===== src/shared/out_sync_pkg.sv =====
/*
 * Package for the output divider sync control block: register offsets,
 * field positions, reset values, codes and carrier structs.
 * Assumes a 50 MHz ref_clk and an Avalon-MM slave with byte addresses.
 */
package out_sync_pkg;

    // byte addresses: each 8-bit register sits alone in a word, so index * 4
    localparam logic [11:0] IDX_PREDIV_CTRL = 12'h433;
    localparam logic [11:0] IDX_PREDIV_RATIO = 12'h434;
    localparam logic [11:0] IDX_SYNC_SETTINGS = 12'h435;
    localparam logic [11:0] IDX_SYNC_MASKS = 12'h436;
    localparam logic [11:0] IDX_SYNC_STATUS = 12'h43F;
    localparam logic [11:0] IDX_SYNC_CMD = 12'h440;
    localparam int ADDR_W = 14;
    localparam logic [13:0] ADDR_PREDIV_CTRL = {IDX_PREDIV_CTRL, 2'b00};
    localparam logic [13:0] ADDR_PREDIV_RATIO = {IDX_PREDIV_RATIO, 2'b00};
    localparam logic [13:0] ADDR_SYNC_SETTINGS = {IDX_SYNC_SETTINGS, 2'b00};
    localparam logic [13:0] ADDR_SYNC_MASKS = {IDX_SYNC_MASKS, 2'b00};
    localparam logic [13:0] ADDR_SYNC_STATUS = {IDX_SYNC_STATUS, 2'b00};
    localparam logic [13:0] ADDR_SYNC_CMD = {IDX_SYNC_CMD, 2'b00};

    // field positions
    localparam int BIT_PREDIV_RST = 1;
    localparam int BIT_SRC_SEL = 2;
    localparam int BIT_MASK_PLL = 2;
    localparam int BIT_MASK_B = 1;
    localparam int BIT_MASK_A = 0;
    localparam int BIT_CMD_SYNC = 0;

    // reset values
    localparam logic [3:0] RATIO_RST = 4'h0;
    localparam logic [7:0] REG_RST = 8'h00;

    // predivider codes
    localparam logic [3:0] RATIO_DIV2 = 4'h2;
    localparam logic [3:0] RATIO_DIV3 = 4'h3;
    localparam logic [3:0] RATIO_GAP = 4'h4;
    localparam logic [3:0] RATIO_MAX = 4'hB;

    typedef enum logic [1:0] {
        AUTO_OFF = 2'h0,
        AUTO_FREQ = 2'h1,
        AUTO_PHASE = 2'h2,
        AUTO_RSVD = 2'h3
    } auto_sync_e;

    typedef enum logic [2:0] {
        ST_HOLD = 3'b001,
        ST_ARMED = 3'b010,
        ST_WAIT_REF = 3'b100
    } sync_state_e;

    // per-channel divider control toward the distribution
    typedef struct packed {
        logic sync_rst;
        logic release_div;
    } chan_ctrl_s;

    // status from the analog loop and the digital loop
    typedef struct packed {
        logic pll_cal_done;
        logic pll_locked;
        logic loop_freq_lock;
        logic loop_phase_lock;
        logic ref_edge;
    } lock_status_s;

endpackage


===== src/hdl/output_divider_sync_ctrl.sv =====
/*
 * Output PLL post-VCO predivider control and distribution sync control for
 * a channel pair, with its register file on an Avalon-MM slave.
 * Assumes status inputs arrive from other clock domains (three-stage sync)
 * and that the divider fabric honours predivider reset and sync pulses.
 */
// Behaviour
// - predivider applies any ratio code; only legal codes set ratio_ok
// - predivider held in reset while control set
// - direct mode: sync gated by calibration, lock
// - reference mode: sync waits next reference edge
// - auto sync on frequency or phase lock
// - unmasked PLL: hold sync until locked, arm
// - masked PLL: ignore lock, settings govern sync
// - channel B mask releases divider, ignores sync
// - channel A mask releases divider, ignores sync
// - channel mask never enables output drivers
// - unmasked channel gets sync as reset
module output_divider_sync_ctrl #(
    parameter int SYNC_STAGES = 3
) (
    input wire logic ref_clk, // 50 MHz clock
    input wire logic arst_n, // async reset, active low
    input wire logic [out_sync_pkg::ADDR_W-1:0] avs_address, // byte address
    input wire logic avs_read, // read request
    input wire logic avs_write, // write request
    input wire logic [31:0] avs_writedata, // write data
    input wire logic [3:0] avs_byteenable, // byte lanes
    output logic [31:0] avs_readdata, // read data
    output logic avs_waitrequest, // stall until answer
    output logic [1:0] avs_response, // 00 ok, 10 slave error
    input wire out_sync_pkg::lock_status_s lock_in, // async status levels
    output logic [3:0] predivider_ratio_out, // applied ratio
    output logic predivider_reset, // hold predivider in reset
    output logic predivider_ratio_ok, // ratio code is legal
    output out_sync_pkg::chan_ctrl_s chan_a, // channel A divider control
    output out_sync_pkg::chan_ctrl_s chan_b // channel B divider control
);

    ////////////////////////////////////////////////////////////////////////
    // registers and bus slave

    logic prediv_rst_bit;
    logic [3:0] ratio;
    logic src_sel;
    out_sync_pkg::auto_sync_e auto_mode;
    logic mask_pll;
    logic mask_b;
    logic mask_a;
    logic sw_sync;
    logic ack;
    logic [31:0] next_rdata;
    logic hit;
    logic armed;
    logic sync_fire;
    out_sync_pkg::sync_state_e state;

    always_comb begin
        hit = 1'b1;
        next_rdata = 32'h0;
        case (avs_address)
            out_sync_pkg::ADDR_PREDIV_CTRL:
                next_rdata[out_sync_pkg::BIT_PREDIV_RST] = prediv_rst_bit;
            out_sync_pkg::ADDR_PREDIV_RATIO: next_rdata[3:0] = ratio;
            out_sync_pkg::ADDR_SYNC_SETTINGS: begin
                next_rdata[out_sync_pkg::BIT_SRC_SEL] = src_sel;
                next_rdata[1:0] = auto_mode;
            end
            out_sync_pkg::ADDR_SYNC_MASKS: begin
                next_rdata[out_sync_pkg::BIT_MASK_PLL] = mask_pll;
                next_rdata[out_sync_pkg::BIT_MASK_B] = mask_b;
                next_rdata[out_sync_pkg::BIT_MASK_A] = mask_a;
            end
            out_sync_pkg::ADDR_SYNC_STATUS: next_rdata[3:0] = {armed, state};
            out_sync_pkg::ADDR_SYNC_CMD: next_rdata = 32'h0;
            default: hit = 1'b0;
        endcase
    end

    // one wait cycle: waitrequest drops the edge after the request, then rises
    always_ff @(posedge ref_clk or negedge arst_n) begin
        if (!arst_n) begin
            avs_waitrequest <= 1'b1;
            avs_readdata <= 32'h0;
            avs_response <= 2'h0;
        end else begin
            avs_waitrequest <= !((avs_read || avs_write) && avs_waitrequest);
            if ((avs_read || avs_write) && !ack) begin
                avs_readdata <= avs_read ? next_rdata : 32'h0;
                avs_response <= hit ? 2'h0 : 2'h2;
            end
        end
    end

    // waitrequest itself is the flop, so the bus never sees a gate output
    always_comb ack = !avs_waitrequest;

    logic wr_take;
    always_comb wr_take = avs_write && ack && avs_byteenable[0];

    always_ff @(posedge ref_clk or negedge arst_n) begin
        if (!arst_n) begin
            prediv_rst_bit <= 1'b0;
            ratio <= out_sync_pkg::RATIO_RST;
            src_sel <= 1'b0;
            auto_mode <= out_sync_pkg::AUTO_OFF;
            mask_pll <= 1'b0;
            mask_b <= 1'b0;
            mask_a <= 1'b0;
            sw_sync <= 1'b0;
        end else begin
            sw_sync <= 1'b0;
            if (wr_take) begin
                case (avs_address)
                    out_sync_pkg::ADDR_PREDIV_CTRL:
                        prediv_rst_bit <= avs_writedata[out_sync_pkg::BIT_PREDIV_RST];
                    out_sync_pkg::ADDR_PREDIV_RATIO: ratio <= avs_writedata[3:0];
                    out_sync_pkg::ADDR_SYNC_SETTINGS: begin
                        src_sel <= avs_writedata[out_sync_pkg::BIT_SRC_SEL];
                        auto_mode <= out_sync_pkg::auto_sync_e'(avs_writedata[1:0]);
                    end
                    out_sync_pkg::ADDR_SYNC_MASKS: begin
                        mask_pll <= avs_writedata[out_sync_pkg::BIT_MASK_PLL];
                        mask_b <= avs_writedata[out_sync_pkg::BIT_MASK_B];
                        mask_a <= avs_writedata[out_sync_pkg::BIT_MASK_A];
                    end
                    out_sync_pkg::ADDR_SYNC_CMD:
                        sw_sync <= avs_writedata[out_sync_pkg::BIT_CMD_SYNC];
                    default: ;
                endcase
            end
        end
    end

    ////////////////////////////////////////////////////////////////////////
    // status synchronisers: a change counts once stages 2 and 3 agree

    localparam int NSTAT = 5;
    logic [NSTAT-1:0] stat_raw;
    logic [NSTAT-1:0] stat;
    always_comb stat_raw = lock_in;

    genvar gi;
    generate
        for (gi = 0; gi < NSTAT; gi++) begin : g_sync
            logic [SYNC_STAGES-1:0] sh;
            logic filt;
            always_ff @(posedge ref_clk or negedge arst_n) begin
                if (!arst_n) begin
                    sh <= '0;
                    filt <= 1'b0;
                end else begin
                    sh <= {sh[SYNC_STAGES-2:0], stat_raw[gi]};
                    if (sh[SYNC_STAGES-1] == sh[SYNC_STAGES-2]) begin
                        filt <= sh[SYNC_STAGES-1];
                    end
                end
            end
            always_comb stat[gi] = filt;
        end
    endgenerate

    out_sync_pkg::lock_status_s st;
    always_comb st = stat;

    ////////////////////////////////////////////////////////////////////////
    // sync source, arming and automatic triggers

    logic ref_d;
    logic ref_rise;
    logic fl_d;
    logic pl_d;
    logic auto_trig;
    logic pll_ready;
    logic sync_req;

    always_ff @(posedge ref_clk or negedge arst_n) begin
        if (!arst_n) begin
            ref_d <= 1'b0;
            fl_d <= 1'b0;
            pl_d <= 1'b0;
        end else begin
            ref_d <= st.ref_edge;
            fl_d <= st.loop_freq_lock;
            pl_d <= st.loop_phase_lock;
        end
    end

    always_comb begin
        ref_rise = st.ref_edge && !ref_d;
        // reserved code triggers nothing
        case (auto_mode)
            out_sync_pkg::AUTO_FREQ: auto_trig = st.loop_freq_lock && !fl_d;
            out_sync_pkg::AUTO_PHASE: auto_trig = st.loop_phase_lock && !pl_d;
            default: auto_trig = 1'b0;
        endcase
        pll_ready = mask_pll || (st.pll_cal_done && st.pll_locked);
        sync_req = sw_sync || auto_trig;
    end

    // a request seen while not armed is dropped rather than queued
    always_ff @(posedge ref_clk or negedge arst_n) begin
        if (!arst_n) begin
            state <= out_sync_pkg::ST_HOLD;
            armed <= 1'b0;
            sync_fire <= 1'b0;
        end else begin
            sync_fire <= 1'b0;
            armed <= pll_ready;
            case (state)
                out_sync_pkg::ST_HOLD: begin
                    if (pll_ready) begin
                        state <= out_sync_pkg::ST_ARMED;
                    end
                end
                out_sync_pkg::ST_ARMED: begin
                    if (!pll_ready) begin
                        state <= out_sync_pkg::ST_HOLD;
                    end else if (sync_req && src_sel) begin
                        state <= out_sync_pkg::ST_WAIT_REF;
                    end else if (sync_req) begin
                        sync_fire <= 1'b1;
                    end
                end
                out_sync_pkg::ST_WAIT_REF: begin
                    if (!pll_ready) begin
                        state <= out_sync_pkg::ST_HOLD;
                    end else if (ref_rise) begin
                        sync_fire <= 1'b1;
                        state <= out_sync_pkg::ST_ARMED;
                    end
                end
                default: state <= out_sync_pkg::ST_HOLD;
            endcase
        end
    end

    ////////////////////////////////////////////////////////////////////////
    // predivider and channel outputs

    always_ff @(posedge ref_clk or negedge arst_n) begin
        if (!arst_n) begin
            predivider_ratio_out <= out_sync_pkg::RATIO_RST;
            predivider_reset <= 1'b0;
            predivider_ratio_ok <= 1'b0;
        end else begin
            predivider_ratio_out <= ratio;
            predivider_reset <= prediv_rst_bit;
            predivider_ratio_ok <= ratio >= out_sync_pkg::RATIO_DIV2
                && ratio <= out_sync_pkg::RATIO_MAX
                && ratio != out_sync_pkg::RATIO_GAP;
        end
    end

    // release follows the mask without a sync; drivers are not touched here
    always_ff @(posedge ref_clk or negedge arst_n) begin
        if (!arst_n) begin
            chan_a <= '0;
            chan_b <= '0;
        end else begin
            chan_a.release_div <= mask_a;
            chan_b.release_div <= mask_b;
            chan_a.sync_rst <= sync_fire && !mask_a;
            chan_b.sync_rst <= sync_fire && !mask_b;
        end
    end

    ////////////////////////////////////////////////////////////////////////
    // checks

    AST_RATIO_OK: assert property (@(posedge ref_clk) disable iff (!arst_n)
        predivider_ratio_ok |-> $past(ratio) != out_sync_pkg::RATIO_GAP
            && $past(ratio) >= out_sync_pkg::RATIO_DIV2
            && $past(ratio) <= out_sync_pkg::RATIO_MAX)
        else $error("illegal ratio flagged ok");

    AST_RATIO_COPY: assert property (@(posedge ref_clk) disable iff (!arst_n)
        predivider_ratio_out == $past(ratio))
        else $error("applied ratio does not follow register");

    AST_RATIO_LEGAL: assert property (@(posedge ref_clk) disable iff (!arst_n)
        ($past(ratio) >= out_sync_pkg::RATIO_DIV2 && $past(ratio) <= out_sync_pkg::RATIO_MAX
            && $past(ratio) != out_sync_pkg::RATIO_GAP) |-> predivider_ratio_ok)
        else $error("legal ratio not flagged ok");

    AST_PREDIV_RST: assert property (@(posedge ref_clk) disable iff (!arst_n)
        $rose(prediv_rst_bit) |=> predivider_reset)
        else $error("predivider reset not applied");

    AST_NO_SYNC_UNREADY: assert property (@(posedge ref_clk) disable iff (!arst_n)
        sync_fire |-> $past(pll_ready))
        else $error("sync issued while pll not ready");

    AST_DIRECT: assert property (@(posedge ref_clk) disable iff (!arst_n)
        (state == out_sync_pkg::ST_ARMED && pll_ready && sync_req && !src_sel)
            |=> sync_fire ##1 (chan_a.sync_rst || mask_a))
        else $error("direct sync missing");

    AST_REF_WAIT: assert property (@(posedge ref_clk) disable iff (!arst_n)
        (state == out_sync_pkg::ST_WAIT_REF && !ref_rise) |=> !sync_fire)
        else $error("sync before reference edge");

    AST_AUTO_OFF: assert property (@(posedge ref_clk) disable iff (!arst_n)
        (auto_mode == out_sync_pkg::AUTO_OFF || auto_mode == out_sync_pkg::AUTO_RSVD)
            |-> !auto_trig)
        else $error("auto sync while disabled");

    AST_MASK_PLL: assert property (@(posedge ref_clk) disable iff (!arst_n)
        (mask_pll && state == out_sync_pkg::ST_HOLD) |=> state == out_sync_pkg::ST_ARMED)
        else $error("masked pll did not arm");

    AST_MASK_B: assert property (@(posedge ref_clk) disable iff (!arst_n)
        $past(mask_b, 2) && $past(mask_b) |-> !chan_b.sync_rst && chan_b.release_div)
        else $error("masked channel b synced");

    AST_MASK_A: assert property (@(posedge ref_clk) disable iff (!arst_n)
        $past(mask_a, 2) && $past(mask_a) |-> !chan_a.sync_rst && chan_a.release_div)
        else $error("masked channel a synced");

    AST_UNMASKED: assert property (@(posedge ref_clk) disable iff (!arst_n)
        (sync_fire && !mask_b) |=> chan_b.sync_rst)
        else $error("unmasked channel b missed sync");

    AST_UNMASKED_A: assert property (@(posedge ref_clk) disable iff (!arst_n)
        (sync_fire && !mask_a) |=> chan_a.sync_rst)
        else $error("unmasked channel a missed sync");

    AST_PREDIV_FOLLOW: assert property (@(posedge ref_clk) disable iff (!arst_n)
        predivider_reset == $past(prediv_rst_bit))
        else $error("predivider reset does not follow control");

    AST_REF_FIRE: assert property (@(posedge ref_clk) disable iff (!arst_n)
        (state == out_sync_pkg::ST_WAIT_REF && pll_ready && ref_rise) |=> sync_fire)
        else $error("reference edge did not fire sync");

    AST_AUTO_FREQ: assert property (@(posedge ref_clk) disable iff (!arst_n)
        (state == out_sync_pkg::ST_ARMED && pll_ready && !src_sel
            && auto_mode == out_sync_pkg::AUTO_FREQ && st.loop_freq_lock && !fl_d)
            |=> sync_fire)
        else $error("frequency lock did not fire sync");

    AST_HOLD_UNREADY: assert property (@(posedge ref_clk) disable iff (!arst_n)
        !pll_ready |=> state == out_sync_pkg::ST_HOLD)
        else $error("sync armed while pll not ready");

    AST_RELEASE_ONLY: assert property (@(posedge ref_clk) disable iff (!arst_n)
        chan_a.release_div == $past(mask_a) && chan_b.release_div == $past(mask_b))
        else $error("channel release does not follow its own mask");

endmodule


===== config.mk =====
export PLATFORM = sky130hd
export DESIGN_NAME = output_divider_sync_ctrl
export DESIGN_NICKNAME = d
export VERILOG_FILES = /design/src/shared/out_sync_pkg.sv /design/src/hdl/output_divider_sync_ctrl.sv
export SDC_FILE = /design/constraint.sdc
export NUM_CORES = 1
export LEC_CHECK = 0
export ABC_AREA = 1
export BUFFER_PORTS_ARGS = -buffer_cell sky130_fd_sc_hd__buf_2
export CAP_MARGIN = 30
export CORE_MARGIN = 10
export CORE_UTILIZATION = 45
export DETAILED_ROUTE_END_ITERATION = 16
export GPL_TIMING_DRIVEN = 1
export PLACE_DENSITY = 0.75
export SETUP_SLACK_MARGIN = 0.15
export SLEW_MARGIN = 25
export SYNTH_ARGS = -nofsm -noshare
export SYNTH_HDL_FRONTEND = slang
export SYNTH_SLANG_ARGS = --single-unit

===== constraint.sdc =====
create_clock -name ref_clk -period 1.9 [get_ports ref_clk]
set_clock_uncertainty 0.1 [all_clocks]
set_input_delay 0.285 -clock ref_clk [delete_from_list [all_inputs] [get_ports ref_clk]]
set_output_delay 0.285 -clock ref_clk [all_outputs]
set_load 0.02 [all_outputs]

==> key figures <==
Run status
  • Status: complete, no violations

Hold path
  • Hold Path Class: in2reg

Clock tree
  • CTS root buffer: clkbuf_8
  • H-tree levels: 2
  • CTS tree: built
  • Num CTS Buffers: 5
  • TritonCTS sink count: 56
  • Clock-pin slew on the worst setup and hold paths: roughly 0.09 ns
  • Clock latency on the worst-skew pair: about 0.30 ns
  • CTS max path bufs: 2

Die
  • Row cnt: 27
  • Die ar.: a little over 9000 µm²
  • Core box area: between 5000 and 6000 µm²
  • IO Count: about 100
  • Initial Util: about 47%
  • Die height: approximately 96 µm
  • Die Width: about 96 µm

Logic synthesis
  • Top-count cell post-synth: nand2_1
  • Yosys reg bits: 56
  • Synth Instances: between 200 and 300
  • Syn. warnings: 0
  • Post-synth EDFFs: 0
  • Synth top area share: 52.4%
  • Synth top area cells: dfrtp_1 (52%), buf_4 (8.4%), nand2_1 (8.0%)
  • Syn Area/Cell: 9.39 µm²
  • Commonest cells post-synth: nand2_1 (55), dfrtp_1 (54), inv_1 (37)
  • Netlist cell types: 29
  • Post-synth ARST share: between 90% and 100%
  • Mapped cell area: 2580 µm²
  • Top FF cell, synth: dfrtp_1
  • Top cell type by total area after synthesis: dfrtp_1
  • Seq/Total Area, Yosys: about 54%

Power and ir drop
  • Worst vdd ir: around 580 µV
  • PwrDens: about 760 nW/µm²
  • Static leakage: between 1.5 and 2 nW
  • Overall power: ~2.2 mW

Timing
  • Endpoints failing setup: 0
  • Fmax: 0.679 GHz
  • Slew HR: between 50% and 60%
  • Slew Viols, Final: 0
  • Setup TNS Final: 0 ns
  • RSZ-0062 raised after global routing: false
  • Final worst-path cycle share: 77.5%
  • Worst-margin pin slew: around 0.64 ns
  • Post-layout min period: 1.47 ns
  • Final hold vios: 0

Worst setup path
  • Critical Path Source: auto_mode[0]$_DFFE_PN0P_
  • Crit-path cells: inv_1 > ha_1 > inv_1 > a21o_1 > nand3_1 > nand2_1 > nand2_1 > nand2_1
  • Worst EP arrival: 1.56 ns
  • Top delay family on crit path: flip-flops
  • WP buf/inv: 2
  • Worst R2R Setup Slack: approximately 0.43 ns
  • Crit-path slowest cell: dfrtp_1
  • Slowest Stage Delay on Critical Path: 0.41 ns
  • CP Launch Type: flop
  • CP Depth: 8
  • RR Startpoint: auto_mode[0]$_DFFE_PN0P_
  • Crit path capture: state[1]$_DFFE_PN0P_
  • Max FO, Critical Path: 4
  • R2r endpoint: state[1]$_DFFE_PN0P_
  • Crit path capture type: flop
  • Worst path required time: between 1.5 and 2 ns
  • Register-to-Register Path Depth: 8
  • Crit path kind: reg2reg
  • Most Frequent Cell on Critical Path: nand2_1

Drt
  • Detailed Route Iter0 Violations: 67
  • DRC Markers: 0
  • Pre-antenna DRT Iters: 4
  • Final ANT Viol Nets: 0
  • Wirelength, routed: roughly 5000 µm
  • Number of vias per cell: between 4 and 5
  • WL/cell: 12.4 µm
  • Vias: roughly 1.8k

Flow run
  • Max cap viols: 0

GRT
  • Overall Global Routing Usage: 11.2%
  • First-pass GRT wire length: about 8200 µm
  • Largest net degree at the start of global routing: 28
  • Grt total ovfl: 0
  • Initial antenna violation count: 0
  • Vias in the first global route: between 1.5k and 2k

Placed design
  • Detail Placement HPWL: 3930 µm
  • Input/output buffers: 43
  • RD Place Congestion: just under 0.9

Finish
  • Number of diodes: 0
  • Final #Nets: approximately 400
  • Syn-to-layout area delta: 13.8%
  • Final Util: about 53%
  • Layout cell share with drive strength beyond 1: between 20% and 30%
how the worst min path moves through the flow:
stage / cells past startpoint / start / end / slack [ns]
after CTS: 3 / avs_writedata[3] / ratio[3]$_DFFE_PN0P_ / 0.12
after global placement: 1 / arst_n / avs_response[1]$_DFFE_PN0P_ / 0.23
after floorplan: 0 / arst_n / armed$_DFF_PN0_ / -0.11
final: 3 / avs_writedata[3] / ratio[3]$_DFFE_PN0P_ / 0.12
after detailed placement: 0 / g_sync[1].sh[0]$_DFF_PN0_ / g_sync[1].sh[1]$_DFF_PN0_ / 0.23
after global routing: 3 / avs_writedata[3] / ratio[3]$_DFFE_PN0P_ / 0.13
state kept, by name, indices dropped and copies added (netlist names), 2 cells and up:
name and cells:
ratio 4, g_sync.sh 15, auto_mode 2, chan_b 2, state 3, avs_readdata 4
g_sync.filt 5, predivider_ratio_out 4, chan_a 2
cells in the final DEF (no fill, tap or decap), types with 2 or more instances in the layout:
cell type	count
nand2_1	55
dfrtp_1	54
buf_2	43
inv_1	37
conb_1	29
nand3_1	22
nor2_1	19
o21ai_1	11
clkbuf_8	6
dlygate4sd3_1	6
nor2_4	5
maj3_1	5
a21oi_1	4
nor3_1	3
nand3b_1	3
nor2_2	3
o21ai_0	3
nand3_2	3
inv_2	2
nand4_1	2
ha_1	2
dfstp_2	2
clkbuf_1	2
buf_4	2
metrics by stage:
stage	hold WS [ns]	area [µm²]	cells	worst slack, ns
after floorplan	-0.111	2690	303	0.590
after global placement	0.232	2790	390	0.370
after detailed placement	0.235	2790	390	0.368
after CTS	0.122	2940	404	0.434
after global routing	0.131	2940	404	0.313
final	0.123	2940	404	0.428
cell type report:
cell class              instances  area (µm²)
multi-input cells             177         896
well taps                      72        90.1
repair buffers                 52         310
flip-flops and latches         56        1400
clock buffers                   8        90.1
fillers                       522        2600
inverters                      39         146
worst register-to-register path, stage by stage (launching register included):
cell and delay, ns:
dfrtp_1 0.41, inv_1 0.06, ha_1 0.28, inv_1 0.04
a21o_1 0.18, nand3_1 0.12, nand2_1 0.07, nand2_1 0.05
nand2_1 0.06
kinds of logic (layout without fill, tap and decap cells):
group / after synthesis / after routing / synth area share [%]
buffers and inverters: 70 / 99 / 15.0
AND/OR/NAND/NOR: 118 / 118 / 22.5
adder cells (fa/ha/maj): 7 / 7 / 2.91
flip-flops: 56 / 56 / 54.4
AO/OA/AOI/OAI: 23 / 23 / 5.04
other: 1 / 29 / 0.145
where the power goes:
part           internal (mW)  switching, mW  total (mW)
combinational         0.0937          0.203       0.297
clock                  0.298          0.355       0.653
sequential              1.25         0.0408        1.29
total                   1.64          0.599        2.24
what timing repair did:
item | in CTS | in global routing
buffers inserted | 0 | 0
resized for setup | 0 | 0
hold buffers | 6 | 0
hold endpoints to repair | 28 | 0
metal layers:
metal,global-route usage (%),part of all wire (%)
met1,11.2,38
met3,4.59,9.4
met4,4.79,1.6
met2,20.2,51
met5,0,0
Note: power is estimated with default switching activity, not from simulation.
